`src/logic/sarp_pkg.sv`:
```
// Package with constants and carrier types for the converter read port
package sarp_pkg;
    localparam int RESULT_W = 16;
    localparam int BYTE_W = 8;
    // Conversion time as a longest figure, rounded down to cycles
    localparam int CONV_TIME_NS = 5300;
    localparam int CLK_PERIOD_NS = 100;
    localparam int CONV_CYCLES = CONV_TIME_NS / CLK_PERIOD_NS;
    // Busy low delay after start, longest figure
    localparam int BUSY_DELAY_NS = 100;
    localparam int BUSY_DELAY_CYCLES = BUSY_DELAY_NS / CLK_PERIOD_NS;
    localparam int CNT_W = 8;
    localparam logic [RESULT_W-1:0] RESULT_RST = 16'h0000;
    localparam logic [RESULT_W-1:0] CODE_POS_MAX = 16'h7fff;
    localparam logic [RESULT_W-1:0] CODE_NEG_MAX = 16'h8000;

    typedef enum logic [0:0]
    {
        SARP_IDLE = 1'b0,
        SARP_CONV = 1'b1
    } sarp_state_e;

    // Host read strobes, already synchronised
    typedef struct packed
    {
        logic cs_n;
        logic rd_n;
        logic upper;
    } sarp_rd_s;
endpackage : sarp_pkg

```
`src/logic/sarp_read_port.sv`:
```
// Top of the converter digital side: start, busy and result read port

// What this block does
// - Start strobe accepted asynchronously, low active
// - Sample and convert on start rising edge
// - Busy low throughout conversion, high when done
// - Chip select plus read drives latch out
// - Word variant gives sixteen bits at once
// - Byte variant gives eight bits per read
// - Host byte select picks result half
// - Result coded as twos complement
// - Zero input sits between zeros and ones
// - Top code is zero then all ones
// - Bottom code is one then all zeros
module sarp_read_port
    import sarp_pkg::*;
#(
    parameter bit BYTE_MODE = 1'b0,
    parameter int CONV_CNT = CONV_CYCLES
) (
    input wire logic core_clk,
    input wire logic rstn,
    input wire logic convert_start_n,
    input wire logic chip_sel_n,
    input wire logic read_n,
    input wire logic upper_byte_select,
    input wire logic [RESULT_W-1:0] sample_in,
    output logic busy_n,
    output logic [RESULT_W-1:0] result_word_out,
    output logic [RESULT_W-1:0] result_word_oe,
    output logic [BYTE_W-1:0] result_byte_out,
    output logic [BYTE_W-1:0] result_byte_oe
);
    // Refuse counts the counter cannot hold, and halves that do not tile the word
    if (CONV_CNT < 2 || CONV_CNT >= (1 << CNT_W))
    begin : g_bad_conv_cnt
        $error("CONV_CNT out of range");
    end
    if (RESULT_W != 2 * BYTE_W)
    begin : g_bad_byte_split
        $error("result word must be two bytes");
    end

    localparam logic [CNT_W-1:0] CONV_LAST = CNT_W'(CONV_CNT - 1);
    localparam logic [CNT_W-1:0] CONV_LEN = CNT_W'(CONV_CNT);
    localparam logic [CNT_W-1:0] CNT_ZERO = '0;
    localparam logic [CNT_W-1:0] CNT_ONE = CNT_W'(1);
    // Idle pin levels: strobes high, byte select low
    localparam logic START_IDLE = 1'b1;
    localparam sarp_rd_s RD_IDLE = '{cs_n: 1'b1, rd_n: 1'b1, upper: 1'b0};

    logic start_s;
    sarp_rd_s rd_s;
    logic start_d_r;
    sarp_state_e state_r;
    sarp_state_e state_nxt;
    logic [CNT_W-1:0] cnt_r;
    logic [CNT_W-1:0] cnt_nxt;
    logic [RESULT_W-1:0] held_r;
    logic [RESULT_W-1:0] latch_r;
    logic [RESULT_W-1:0] latch_nxt;
    logic [CNT_W-1:0] busy_len_r;

    // Start and read strobe pins cross into the core clock before any logic looks at them; sample_in is taken directly
    sarp_sync #(.W(1), .INIT(START_IDLE)) u_start_sync (
        .core_clk(core_clk),
        .rstn(rstn),
        .d(convert_start_n),
        .q(start_s)
    );
    sarp_sync #(.W($bits(sarp_rd_s)), .INIT(RD_IDLE)) u_rd_sync (
        .core_clk(core_clk),
        .rstn(rstn),
        .d({chip_sel_n, read_n, upper_byte_select}),
        .q(rd_s)
    );

    // Rising edge of the start strobe; falling edge does nothing
    wire start_rise = start_s & ~start_d_r;
    wire conv_done = (state_r == SARP_CONV) && (cnt_r == CONV_LAST);
    // Output drive gate: both strobes low
    wire read_en = ~rd_s.cs_n & ~rd_s.rd_n;

    // A new start during conversion is ignored, the old sample stands
    always_comb
    begin
        state_nxt = state_r;
        cnt_nxt = cnt_r;
        latch_nxt = latch_r;
        case (state_r)
            SARP_IDLE:
            begin
                if (start_rise)
                begin
                    state_nxt = SARP_CONV;
                    cnt_nxt = CNT_ZERO;
                end
            end
            SARP_CONV:
            begin
                cnt_nxt = cnt_r + CNT_ONE;
                if (conv_done)
                begin
                    state_nxt = SARP_IDLE;
                    latch_nxt = held_r;
                end
            end
            default:
            begin
                state_nxt = SARP_IDLE;
            end
        endcase
    end

    // Sample is frozen on the accepted edge; the code is passed as
    // twos complement, so full scale and midscale codes keep their bits
    always_ff @(posedge core_clk)
    begin
        if (!rstn)
        begin
            start_d_r <= START_IDLE;
            state_r <= SARP_IDLE;
            cnt_r <= CNT_ZERO;
            held_r <= RESULT_RST;
            latch_r <= RESULT_RST;
        end
        else
        begin
            start_d_r <= start_s;
            state_r <= state_nxt;
            cnt_r <= cnt_nxt;
            if (start_rise && state_r == SARP_IDLE)
                held_r <= sample_in;
            latch_r <= latch_nxt;
        end
    end

    // Selection of what goes to the pins
    wire [BYTE_W-1:0] byte_sel = rd_s.upper ? latch_nxt[RESULT_W-1:BYTE_W]
                                            : latch_nxt[BYTE_W-1:0];
    wire word_en = read_en & ~BYTE_MODE;
    wire byte_en = read_en & BYTE_MODE;

    // Registered pin drivers; latch_nxt so data is valid as busy rises
    always_ff @(posedge core_clk)
    begin
        if (!rstn)
        begin
            busy_n <= 1'b1;
            result_word_out <= RESULT_RST;
            result_word_oe <= '0;
            result_byte_out <= '0;
            result_byte_oe <= '0;
        end
        else
        begin
            busy_n <= (state_nxt != SARP_CONV);
            result_word_out <= latch_nxt;
            result_word_oe <= {RESULT_W{word_en}};
            result_byte_out <= byte_sel;
            result_byte_oe <= {BYTE_W{byte_en}};
        end
    end

    // Busy length for the checks, counted apart from the conversion
    // counter so that a slip there cannot hide itself
    always_ff @(posedge core_clk)
    begin
        if (!rstn || busy_n)
        begin
            busy_len_r <= CNT_ZERO;
        end
        else
        begin
            busy_len_r <= busy_len_r + CNT_ONE;
        end
    end

    // Checks
    a_busy_on_start: assert property (@(posedge core_clk) disable iff (!rstn)
        (start_rise && state_r == SARP_IDLE) |=> !busy_n)
        else $error("busy not low after start");
    a_busy_hold: assert property (@(posedge core_clk) disable iff (!rstn)
        $rose(busy_n) |-> busy_len_r == CONV_LEN)
        else $error("busy length wrong");
    a_busy_release: assert property (@(posedge core_clk) disable iff (!rstn)
        $fell(busy_n) |-> ##[1:300] busy_n)
        else $error("busy never released");
    a_fall_ignored: assert property (@(posedge core_clk) disable iff (!rstn)
        (state_r == SARP_IDLE && !start_rise) |=> state_r == SARP_IDLE)
        else $error("conversion without rising edge");
    a_start_refused: assert property (@(posedge core_clk) disable iff (!rstn)
        (start_rise && state_r == SARP_CONV && !conv_done) |=> ($stable(held_r) && !busy_n))
        else $error("start taken while busy");
    a_word_drive: assert property (@(posedge core_clk) disable iff (!rstn)
        (word_en) |=> (result_word_oe == '1 && result_word_out == latch_r))
        else $error("word not driven on read");
    a_float_idle: assert property (@(posedge core_clk) disable iff (!rstn)
        (!read_en) |=> (result_word_oe == '0 && result_byte_oe == '0))
        else $error("bus driven outside read");
    a_upper_byte: assert property (@(posedge core_clk) disable iff (!rstn)
        (byte_en && rd_s.upper) |=> result_byte_out == latch_r[RESULT_W-1:BYTE_W])
        else $error("upper byte wrong");
    a_lower_byte: assert property (@(posedge core_clk) disable iff (!rstn)
        (byte_en && !rd_s.upper) |=> result_byte_out == latch_r[BYTE_W-1:0])
        else $error("lower byte wrong");
    a_latch_code: assert property (@(posedge core_clk) disable iff (!rstn)
        conv_done |=> latch_r == $past(held_r))
        else $error("latch lost result code");

    c_conversion: cover property (@(posedge core_clk) disable iff (!rstn)
        $rose(busy_n));
    c_word_read: cover property (@(posedge core_clk) disable iff (!rstn)
        word_en && busy_n);
    c_byte_pair: cover property (@(posedge core_clk) disable iff (!rstn)
        (byte_en && rd_s.upper) ##[1:20] (byte_en && !rd_s.upper));
    c_full_scale: cover property (@(posedge core_clk) disable iff (!rstn)
        conv_done && (held_r == CODE_POS_MAX || held_r == CODE_NEG_MAX));
    c_start_ignored: cover property (@(posedge core_clk) disable iff (!rstn)
        start_rise && state_r == SARP_CONV);
endmodule : sarp_read_port

```
`src/logic/sarp_sync.sv`:
```
// Two-stage synchroniser for a bundle of pin inputs
module sarp_sync #(
    parameter int W = 1,
    parameter logic [W-1:0] INIT = '1
) (
    input wire logic core_clk,
    input wire logic rstn,
    input wire logic [W-1:0] d,
    output logic [W-1:0] q
);
    logic [W-1:0] meta_r;

    // First stage feeds only the second stage
    always_ff @(posedge core_clk)
    begin
        if (!rstn)
        begin
            meta_r <= INIT;
            q <= INIT;
        end
        else
        begin
            meta_r <= d;
            q <= meta_r;
        end
    end
endmodule : sarp_sync

```
`config.mk`:
```
export PLATFORM = sky130hd
export DESIGN_NAME = sarp_read_port
export DESIGN_NICKNAME = d
export VERILOG_FILES = /design/src/logic/sarp_pkg.sv /design/src/logic/sarp_read_port.sv /design/src/logic/sarp_sync.sv
export SDC_FILE = /design/constraint.sdc
export NUM_CORES = 1
export LEC_CHECK = 0
export BUFFER_PORTS_ARGS = -buffer_cell sky130_fd_sc_hd__buf_4
export CORE_AREA = 2 2 75 77
export DETAILED_ROUTE_END_ITERATION = 10
export DIE_AREA = 0 0 77 79
export GPL_ROUTABILITY_DRIVEN = 0
export PLACE_DENSITY = 0.74
export RECOVER_POWER = 50
export SETUP_SLACK_MARGIN = 0.02
export SLEW_MARGIN = 20
export SYNTH_ARGS = -nofsm -noshare
export SYNTH_HDL_FRONTEND = slang
export SYNTH_SLANG_ARGS = --single-unit
```
`constraint.sdc`:
```
create_clock -name core_clk -period 1.9 [get_ports core_clk]
set_input_delay 0.095 -clock core_clk [delete_from_list [all_inputs] [get_ports core_clk]]
set_output_delay 0.095 -clock core_clk [all_outputs]
set_load 0.02 [all_outputs]
```
* After elaboration in Yosys (flattened, before gate mapping)
Index checks and enable logic that the tools add are counted.
** Storage, ports and cells
- Word-level logic and storage cells :: 32
- Register bits after elaboration :: 60
- Output and inout port bits :: 49
- Bits of input ports :: 22
** Operators by class
- Muxes and demuxes :: 8
- Bitwise gates (word level) :: 7
- Reduce and logical (&&, ||, !) cells :: 2
- Equality and inequality tests :: 2
- $add $sub $neg :: 1
** Operators with widths (count)
- $mux 16 :: 2
- $mux 8 :: 2
- $pmux 8 s2 :: 1
- $add 8x1->8 const B :: 1
- $eq 8x6->1 const B :: 1
- $not 1->1 :: 5
- $and 1x1->1 :: 2
- $logic_and 1x1->1 :: 2
- $mux 1 :: 2
- $ne 2x2->1 const B :: 1
- $pmux 1 s2 :: 1

* Depth between registers and ports, before layout
Gate-level depths: netlist (run 1).
- Depth after elaboration :: 5
- Gate-level depth with buffers :: 8
- Gate-level depth less buffers :: 6

* Modules after synthesis
From an unflattened synthesis (run 1), not the netlist that was laid out.
** Unflattened totals
- Cell total of the unflattened synthesis :: 240
- Area total of the unflattened synthesis :: 2397.3 sq um
** By module, submodules not included
- sarp_read_port :: times used 1, sequential area each 1041.0 sq um, cells each 224, area each 2187.1 sq um
- sarp_sync at u_rd_sync :: times used 1, sequential area each 120.1 sq um, cells each 12, area each 157.7 sq um
- sarp_sync at u_start_sync :: times used 1, sequential area each 40.0 sq um, cells each 4, area each 52.6 sq um

* Worst setup path before layout (run 1)
Ideal clock, no wire load.
- Path kind :: register to register
- From :: register cnt_r[0]
- To :: register result_byte_out[1]
- Cell stages (with the launch flop) :: 9
- Library setup time :: 0.128 ns
- Arrival :: 1.688 ns
- Required time :: 1.772 ns
- Buffers on the path :: 2
- Clock period less this slack :: 1.816 ns
- Setup slack :: 0.084 ns
- Cells stage by stage :: dfxtp_1 > inv_1 > ha_1 > or4b_1 > nor3_2 > buf_6 > buf_12 > mux2i_1 > o22ai_1
** Between the ends
- Longest elaborated chain between the ends :: 5
** Ends and longest elaborated chain
- start: declaration :: RTL line sarp_read_port.sv:57 : logic [CNT_W-1:0] cnt_r;
- start signal: assignment :: RTL line sarp_read_port.sv:131 : cnt_r <= cnt_nxt;
- $eq 8x6->1 :: RTL line sarp_read_port.sv:80 : wire conv_done = (state_r == SARP_CONV) && (cnt_r == CONV_LAST);
- $logic_and 1x1->1 :: RTL line sarp_read_port.sv:80
- $mux 16 :: RTL line sarp_read_port.sv:102 : if (conv_done)
- $mux 16 :: RTL line sarp_read_port.sv:90 : case (state_r)
- $mux 8 :: RTL line sarp_read_port.sv:139 : wire [BYTE_W-1:0] byte_sel = rd_s.upper ? latch_nxt[RESULT_W-1:BYTE_W]
- end signal: assignment :: RTL line sarp_read_port.sv:160 : result_byte_out <= byte_sel;
- end: declaration :: RTL line sarp_read_port.sv:31 : output logic [BYTE_W-1:0] result_byte_out,
No other way between the ends.
A chain may end at the register's enable or synchronous reset.

* Worst setup path in the final report (run 1)
- From :: register cnt_r[0]
- To :: register result_byte_out[6]
Same word-level chain as after synthesis.

==> impl_metrics.yaml, run 1 <==
outcome:
  outcome: "finished clean"
routing:
  vias: 1809
  viasPerCell: 4.638
  drc: 0
  drtPass1Iterations: 4
  drt_iter0_markers: 45
  wl_per_cell_um: 12.38
  wl_um: 4828
  ant_nets: 0
clock_network:
  cts_sinks: 60
  htree_levels: 3
  clockBufferDepth: 2
  cts-root-buf: "clkbuf_8"
  clk_latency_ns: 0.34
  cts_tree: "done"
  clk_pin_slew_ns: 0.07
  numCtsBuffers: 9
worst_setup_path:
  path_buf_inv: 2
  timing.rr.end: "result_byte_out[6]"
  max_stage_delay_ns: 0.47
  rr_worst_depth: 7
  path_cells: "inv_2 -> ha_1 -> or4b_4 -> nor3_4 -> buf_12 -> mux4_2 -> and2_1"
  critPathKind: "reg2reg"
  cp-start-kind: "flip-flop"
  startpoint: "cnt_r[0]"
  slowest_stage: "or4b_4"
  reg2reg_slack_ns: 0.02
  reg2reg_from: "cnt_r[0]"
  crit_fanout: 7
  cp-end-kind: "flip-flop"
  required_ns: 2.13
  critPathArrivalTime_ns: 2.11
  crit_family: "simple AND/OR/NAND/NOR gates"
synth:
  syn_inst: 242
  syn_avg_cell_area_um2: 9.818
  ys_warn_count: 0
  ys_ff_latch: 60
  synth_top_area_cell: "dfxtp_1"
  yosys.area.top_type_share_pct: 50.55
  synth_area_leaders: "dfxtp_1 (51%), buf_4 (7.3%), mux2i_1 (7.2%), nand2_1 (6.6%), a21boi_1 (6.0%)"
  syn-cell-area_um2: 2376
  seq_area_frac_synth_pct: 50.55
  synth_cell_types: 33
placement:
  io_buffers: 62
  dp_slack_ns: -0.005018
  dp_hpwl_um: 3240
timing:
  fmax_mhz: 531.6
  rsz0062_at_grt: "true"
  layout_min_cycle_time_ns: 1.881
  finalClockSkew_ns: 0.007831
  setup_slack_ns: 0.01889
  holdWs_ns: 0.01449
  maxSlewViolCount: 0
  min_period_over_period_pct: 99.01
  hold_viol: 0
  finalSetupViolCount: 0
floorplan:
  design.die.area_um2: 6083
  die_x_um: 77
  die_h_um: 79
  initial_core_util_pct: 44.51
  core_area_um2: 5338
  ios: 71
  num_rows: 27
job:
  max_cap_violations: 0
hold_path:
  hp-class: "in2reg"
  whs_path_depth: 3
  holdPathEnd: "held_r[14]"
  hold_start: "sample_in[14]"
power_and_ir_drop:
  leakagePower_nw: 1.168
  power.density_nw_per_um2: 866.7
  peakVddDrop_v: 0.0005497
final_layout:
  seqCellArea_um2: 1202
  drive_gt1_share_pct: 19.50
  final_cell_mix: "dfxtp_1 (59), nand2_1 (42), buf_4 (35), clkbuf_1 (34), a21boi_1 (19)"
  fillers: 510
  area_growth_syn_to_layout_pct: 30.07
  final_common_cell: "dfxtp_1"
  fin_util_pct: 57.90
  nets: 338
  diodes: 0
  multi_input_area_um2: 983.4
global_routing:
  grt_max_degree: 37
  antenna_found_initial: 0
  grt_pass1_wl_um: 7962
  grt-ovfl-total: 0
  grt_pass1_vias: 1720
  grt_usage_pct: 17.08
[sequential cells by signal (all words and copies together), names as in the netlist]
name                 count
u_rd_sync.meta_r         3
state_r                  1
u_rd_sync.q              3
busy_n                   1
result_word_out         16
result_byte_out          8
start_d_r                1
held_r                  16
u_start_sync.q           1
u_start_sync.meta_r      1
cnt_r                    8
result_word_oe           1
[per-layer routing]
| metal | wire length (um) | track usage (%) | share of wire [%] |
|---|---|---|---|
| met5 | 0 | 0 | 0 |
| met4 | 67 | 5.893 | 1.4 |
| met3 | 304 | 6.818 | 6.3 |
| met2 | 2266 | 28.51 | 47 |
| met1 | 2189 | 20.06 | 45 |
[final cells by class]
| class | count | share of cell area, % |
|---|---|---|
| tap | 72 | 2.915 |
| clock inverter | 4 | 2.389 |
| timing repair buffer | 88 | 19.03 |
| inverter | 3 | 0.3644 |
| multi-input combinational | 152 | 31.82 |
| clock buffer | 11 | 4.575 |
| sequential | 60 | 38.91 |
[power by group]
group / leakage, nW / internal (mW) / switching, mW / total, mW
combinational: 0.573 / 0.0765 / 0.0649 / 0.141
sequential: 0.486 / 1.28 / 0.0106 / 1.29
clock: 0.109 / 0.767 / 0.484 / 1.25
[how the worst max path moves through the flow]
stage	end	slack, ns	depth (start not counted)
after floorplan	result_byte_out[1]	0.08	8
after global placement	result_byte_out[3]	0.04	7
final	result_byte_out[6]	0.02	7
after detailed placement	result_byte_out[6]	-0.005	7
after CTS	result_byte_out[7]	-0.006	7
after global routing	result_byte_out[1]	-0.08	7
[worst register-to-register path, stage by stage, from the launching register on]
cell,delay (ns)
dfxtp_2,0.32
inv_2,0.04
ha_1,0.12
or4b_4,0.47
nor3_4,0.22
buf_12,0.17
mux4_2,0.28
and2_1,0.16
[cells by family (layout without fill, tap and decap cells)]
family / after synthesis / after routing / share of synthesized area, %
mux: 18 / 18 / 8.268
fa+ha+maj: 2 / 2 / 1.053
compound gates: 30 / 30 / 8.952
other cells: 1 / 8 / 0.1578
buf+inv: 37 / 106 / 10.48
xor+xnor: 2 / 2 / 0.7374
simple gates: 92 / 92 / 19.80
flops: 60 / 60 / 50.55
[cells in the mapped netlist]
cell / number
or3_1: 1
nand2b_1: 10
o211ai_1: 1
nor3b_1: 1
or4_1: 1
and2_1: 6
buf_12: 1
buf_6: 1
o21ai_1: 1
o311ai_0: 1
xnor2_1: 1
conb_1: 1
and4_1: 1
nor2_1: 4
mux4_1: 1
ha_1: 2
a21boi_1: 19
xor2_1: 1
or2_1: 1
clkbuf_1: 9
o22ai_1: 7
nor2b_1: 16
nand3_1: 4
o21ai_0: 1
or3b_1: 1
nor3_2: 1
or4b_1: 1
inv_1: 3
mux2i_1: 17
nand2_1: 42
buf_4: 23
dfxtp_1: 60
nand4_1: 2
[timing repair]
| action | CTS | global route |
|---|---|---|
| gates resized for setup | 5 | 4 |
| gates cloned | 0 | 0 |
| hold endpoints to repair | 14 | 0 |
| setup endpoints to repair | 7 | 16 |
| buffers inserted | 1 | 2 |
| pin swaps | 0 | 1 |
| hold buffers | 14 | 0 |
[through the flow]
step / setup TNS [ns] / cell area (um2) / power [mW] / std cells
5_1_grt: -0.4185 / 3090 / 2.781 / 390
3_5_place_dp: -0.006668 / 2806 / 1.433 / 358
2_1_floorplan: 0 / 2402 / 1.393 / 249
6_report: 0 / 3090 / 2.679 / 390
4_1_cts: -0.005522 / 3174 / 2.701 / 388
3_3_place_gp: 0 / 2806 / 1.432 / 358
Power figures use the tool's default switching activity.
==> run 2: changes to the inputs <==
Settings changed: PLACE_DENSITY 0.74 to 0.79.
==> run 2 against run 1 <==
Compared with the run above:
- die area unchanged
- clock power about the same
- utilization up 1.1 points
- clock skew shrank 0.0038 ns
- critical endpoint unchanged
- largest cell class unchanged
- highest routed layer unchanged
==> impl_metrics.yaml, run 2 (synthesis results as in run 1) <==
outcome:
  outcome: "finished clean"
power_and_ir_drop:
  total_power_mw: 2.680
  peakVddDrop_v: 0.0005125
  power.density_nw_per_um2: 851.1
  leakagePower_nw: 1.187
timing:
  min_period_over_period_pct: 99.61
  finalClockSkew_ns: 0.004009
  maxSlewViolCount: 0
  rsz0062_at_grt: "true"
  max_slew_margin_pct: 25.87
  hold_viol: 0
  finalSetupViolCount: 0
  fmax_mhz: 528.4
  tightest_slew_ns: 1.112
  holdWs_ns: 0.01718
  layout_min_cycle_time_ns: 1.893
final_layout:
  top_regs: "held_r x16, result_word_out x16"
  final_cells: 393
  multi_input_area_um2: 1015
  final_area_um2: 3149
  fin_util_pct: 59.00
  seqCellArea_um2: 1201
  final_cell_mix: "dfxtp_1 (60), nand2_1 (42), buf_4 (38), clkbuf_1 (34), a21boi_1 (18)"
  area_growth_syn_to_layout_pct: 32.54
  nets: 340
  final_common_cell: "dfxtp_1"
  fillers: 505
  diodes: 0
  drive_gt1_share_pct: 19.94
routing:
  wl_per_cell_um: 12.49
  viasPerCell: 4.672
  wl_um: 4909
  ant_nets: 0
  drc: 0
  drt_iter0_markers: 85
  drtPass1Iterations: 4
  vias: 1836
hold_path:
  hold_start: "sample_in[12]"
  hp-class: "in2reg"
worst_setup_path:
  path_buf_inv: 2
  reg2reg_from: "cnt_r[0]"
  reg2reg_slack_ns: 0.007
  cp-end-kind: "flip-flop"
  startpoint: "cnt_r[0]"
  crit_family: "simple AND/OR/NAND/NOR gates"
  slowest_stage: "or4b_4"
  critPathKind: "reg2reg"
  max_stage_delay_ns: 0.47
  critPathArrivalTime_ns: 2.12
  crit_fanout: 8
  cp-start-kind: "flip-flop"
  required_ns: 2.12
  path_cells: "inv_1 -> ha_1 -> or4b_4 -> nor3_4 -> buf_12 -> mux4_1 -> and2_1"
global_routing:
  grt-ovfl-total: 0
  grt_pass1_vias: 1806
  grt_pass1_wl_um: 8169
  grt_max_degree: 33
  grt_usage_pct: 17.42
  antenna_found_initial: 0
clock_network:
  cts_tree: "done"
  cts_sinks: 60
  numCtsBuffers: 9
  cts-root-buf: "clkbuf_8"
  htree_levels: 3
  clockBufferDepth: 2
  clk_latency_ns: 0.33
  clk_pin_slew_ns: 0.06
placement:
  io_buffers: 62
  place_inst: 358
  place_area_um2: 2806
  dp_hpwl_um: 3094
floorplan:
  die_x_um: 77
  core_area_um2: 5338
  die_h_um: 79
  num_rows: 27
  ios: 71
  design.die.area_um2: 6083
  initial_core_util_pct: 44.51
job:
  max_cap_violations: 0
==> run 2: changes by cell type in the layout (fill, tap and decap cells not counted), moves of 3 or more <==
cell and change:
mux2i_2 +4, mux2i_1 -5, dlygate4sd3_1 +3, buf_4 +3, clkbuf_4 -3
==> run 2: path summary, 6_finish.rpt <==
path	end	depth (start not counted)
worst max-delay path	result_byte_out[6]	7
worst min-delay path	held_r[12]	3
worst max register to register	result_byte_out[6]	7
worst min register to register	result_word_oe[0]	1
==> run 2: timing repair <==
item / CTS / global route
endpoints found under the setup margin: 8 / 12
hold buffers: 17 / 0
hold endpoints to repair: 17 / 0
buffers inserted: 2 / 0
resized for setup: 4 / 8
pin swaps: 0 / 1
==> run 2: layout make-up <==
type                            count  area share [%]
Sequential cell                    60           38.14
Multi-Input combinational cell    152           32.22
Timing Repair Buffer               90           19.51
Clock buffer                       12           4.609
Tap cell                           72           2.861
Clock inverter                      4           2.304
Inverter                            3          0.3576
==> run 2: power breakdown <==
part / total (mW) / switching [mW] / internal [mW]
clock: 1.25 / 0.473 / 0.773
combinational: 0.150 / 0.0691 / 0.0813
sequential: 1.28 / 0.00872 / 1.28
==> run 2: metrics by stage <==
stage | setup WS [ns] | TNS [ns]
2_1_floorplan | 0.08449 | 0
3_3_place_gp | 0.05473 | 0
6_report | 0.007492 | 0
5_1_grt | -0.04137 | -0.2149
4_1_cts | 0.01521 | 0
3_5_place_dp | -0.07294 | -0.1870
==> run 2: worst register-to-register path, cell delays in order, from the launching register on <==
cell	delay [ns]
dfxtp_1	0.31
inv_1	0.05
ha_1	0.13
or4b_4	0.47
nor3_4	0.20
buf_12	0.18
mux4_1	0.28
and2_1	0.17
==> run 2: per-layer routing <==
layer / GRT usage, % / vias to the layer above / share of wire [%] / wire, um
li1: - / 916 / - / -
met1: 20.71 / 841 / 43 / 2123
met5: 0 / - / 0 / 0
met4: 6.250 / 0 / 1.1 / 53
met3: 7.045 / 6 / 7.5 / 370
met2: 28.60 / 73 / 48 / 2362
==> run 3: changes to the inputs <==
Settings changed: PLACE_DENSITY 0.79 to 0.72.
==> run 3 against run 2 <==
Compared with the run above:
- utilization rose by 0.91 points
- maximum frequency fell by 0.23%
- die area stayed put
- count of clock-buffer cells in the layout did not move
- non-clock buffer count increased by 1
- clock power barely moved
- global-route usage decreased by 1.2 points
- first-iteration DRC count fell by 4.7%
- sequential share of layout area is 0.50 points lower
- cell area rose by 1.5%
==> impl_metrics.yaml, run 3 (synthesis results as in run 1) <==
outcome:
  outcome: "finished clean"
routing:
  drtPass1Iterations: 7
  wl_per_cell_um: 12.22
  vias: 1811
  ant_nets: 0
  drt_iter0_markers: 81
  wl_um: 4815
  drc: 0
  viasPerCell: 4.596
worst_setup_path:
  cp-start-kind: "flip-flop"
  slowest_stage: "or4b_4"
  crit_path_end: "result_byte_out[6]"
  cp-end-kind: "flip-flop"
  crit_family: "simple AND/OR/NAND/NOR gates"
  startpoint: "cnt_r[0]"
  rr_worst_depth: 7
  max_stage_delay_ns: 0.47
  reg2reg_from: "cnt_r[0]"
  path_buf_inv: 2
  path_cells: "inv_2 -> ha_4 -> or4b_4 -> nor3_4 -> buf_12 -> mux4_1 -> and2_1"
  critPathKind: "reg2reg"
  cp.depth: 7
  required_ns: 2.13
  reg2reg_slack_ns: 0.003
  crit_fanout: 12
  timing.rr.end: "result_byte_out[6]"
  critPathArrivalTime_ns: 2.12
timing:
  maxSlewViolCount: 0
  tightest_slew_ns: 0.9271
  finalClockSkew_ns: 0.008774
  min_period_over_period_pct: 99.84
  layout_min_cycle_time_ns: 1.897
  max_slew_margin_pct: 38.19
  setup_tns_ns: 0
  finalSetupViolCount: 0
  rsz0062_at_grt: "true"
  holdWs_ns: 0.01967
  fmax_mhz: 527.2
  hold_viol: 0
job:
  max_cap_violations: 0
clock_network:
  cts_tree: "done"
  htree_levels: 3
  numCtsBuffers: 9
  cts_sinks: 60
  clockBufferDepth: 2
  cts-root-buf: "clkbuf_8"
  clk_latency_ns: 0.34
  clk_pin_slew_ns: 0.06
final_layout:
  nets: 341
  top_regs: "held_r x16, result_word_out x16"
  final_cell_mix: "dfxtp_1 (58), buf_4 (45), nand2_1 (42), clkbuf_1 (24)"
  final_common_cell: "dfxtp_1"
  area_growth_syn_to_layout_pct: 34.60
  final_area_um2: 3198
  drive_gt1_share_pct: 23.60
  diodes: 0
  fillers: 479
power_and_ir_drop:
  switching_share_pct: 20.81
  leakagePower_nw: 1.233
  power.internal_mw: 2.134
  clkPwrFrac_pct: 46.6
  p_sw_uw: 560.5
  power.density_nw_per_um2: 842.4
  peakVddDrop_v: 0.0006519
  seqPwrFrac_pct: 47.7
  comb_power_share_pct: 5.7
hold_path:
  hp-class: "in2reg"
  hold_start: "sample_in[11]"
  whs_path_depth: 3
floorplan:
  design.die.area_um2: 6083
  die_x_um: 77
  core_area_um2: 5338
  num_rows: 27
  initial_core_util_pct: 44.51
  die_h_um: 79
  ios: 71
global_routing:
  antenna_found_initial: 0
  grt_pass1_vias: 1647
  grt_usage_pct: 16.26
  grt_max_degree: 29
  grt-ovfl-total: 0
  grt_pass1_wl_um: 7603
placement:
  io_buffers: 62
  place_area_um2: 2806
  dp_hpwl_um: 3042
run 3: changes by cell type in the layout (fill, tap and decap cells not counted), moves of 2 or more:
| cell | change |
|---|---|
| buf_4 | +7 |
| clkbuf_1 | -10 |
| clkbuf_4 | +2 |
| dfxtp_1 | -2 |
| dfxtp_2 | +2 |
| dlygate4sd3_1 | +2 |
| inv_1 | -2 |
| inv_2 | +2 |
| mux2i_1 | +2 |
run 3: layout make-up:
class                   instances  area, um2  area share [%]
clock buffers                  12      145.1           4.538
clock inverters                 4      72.57           2.269
inverters                       3      11.26          0.3521
multi-input cells             152       1011           31.61
flip-flops and latches         60       1204           37.64
well taps                      72      90.09           2.817
repair buffers                 91      664.4           20.77
run 3: power groups by stage:
stage	Clock [mW]	Sequential, mW	Combinational, mW
after global placement	0	1.31	0.121
after CTS	1.29	1.28	0.153
after detailed placement	0	1.31	0.121
after floorplan	0	1.31	0.0816
final	1.26	1.28	0.154
after global routing	1.35	1.29	0.168
run 3: tightest hold or removal path, stage by stage:
cell	delay, ns
buf_4	0.11
nand2_1	0.06
a21boi_1	0.05
run 3: per-stage QoR:
stage               cells  utilization [%]  total power, mW  setup slack, ns
floorplan             249                -            1.393          0.08449
global route          394            59.92            2.803         -0.05064
global placement      358            52.58            1.432          0.04630
detailed placement    358            52.58            1.433         0.002102
finish                394            59.92            2.694         0.003071
CTS                   393            60.29            2.727          0.02272
run 3: how the worst min path moves through the flow:
stage	slack [ns]	endpoint
CTS	0.0001	held_r[11]
global placement	0.28	u_rd_sync.meta_r[2]
global route	0.02	held_r[11]
floorplan	0.20	u_rd_sync.meta_r[1]
detailed placement	0.28	u_rd_sync.meta_r[2]
finish	0.02	held_r[11]
run 3: routing by layer:
layer	share of wire (%)	GRT usage, %
met1	46	19.81
met5	0	0
met3	7.0	7.045
met4	1.1	6.964
met2	46	25.18
run 3: repair_timing:
item	4_1_cts	5_1_grt
pin swaps	0	2
hold endpoints to repair	19	0
buffers inserted	0	1
hold buffers	19	0
resized for setup	1	14
setup endpoints to repair	5	12
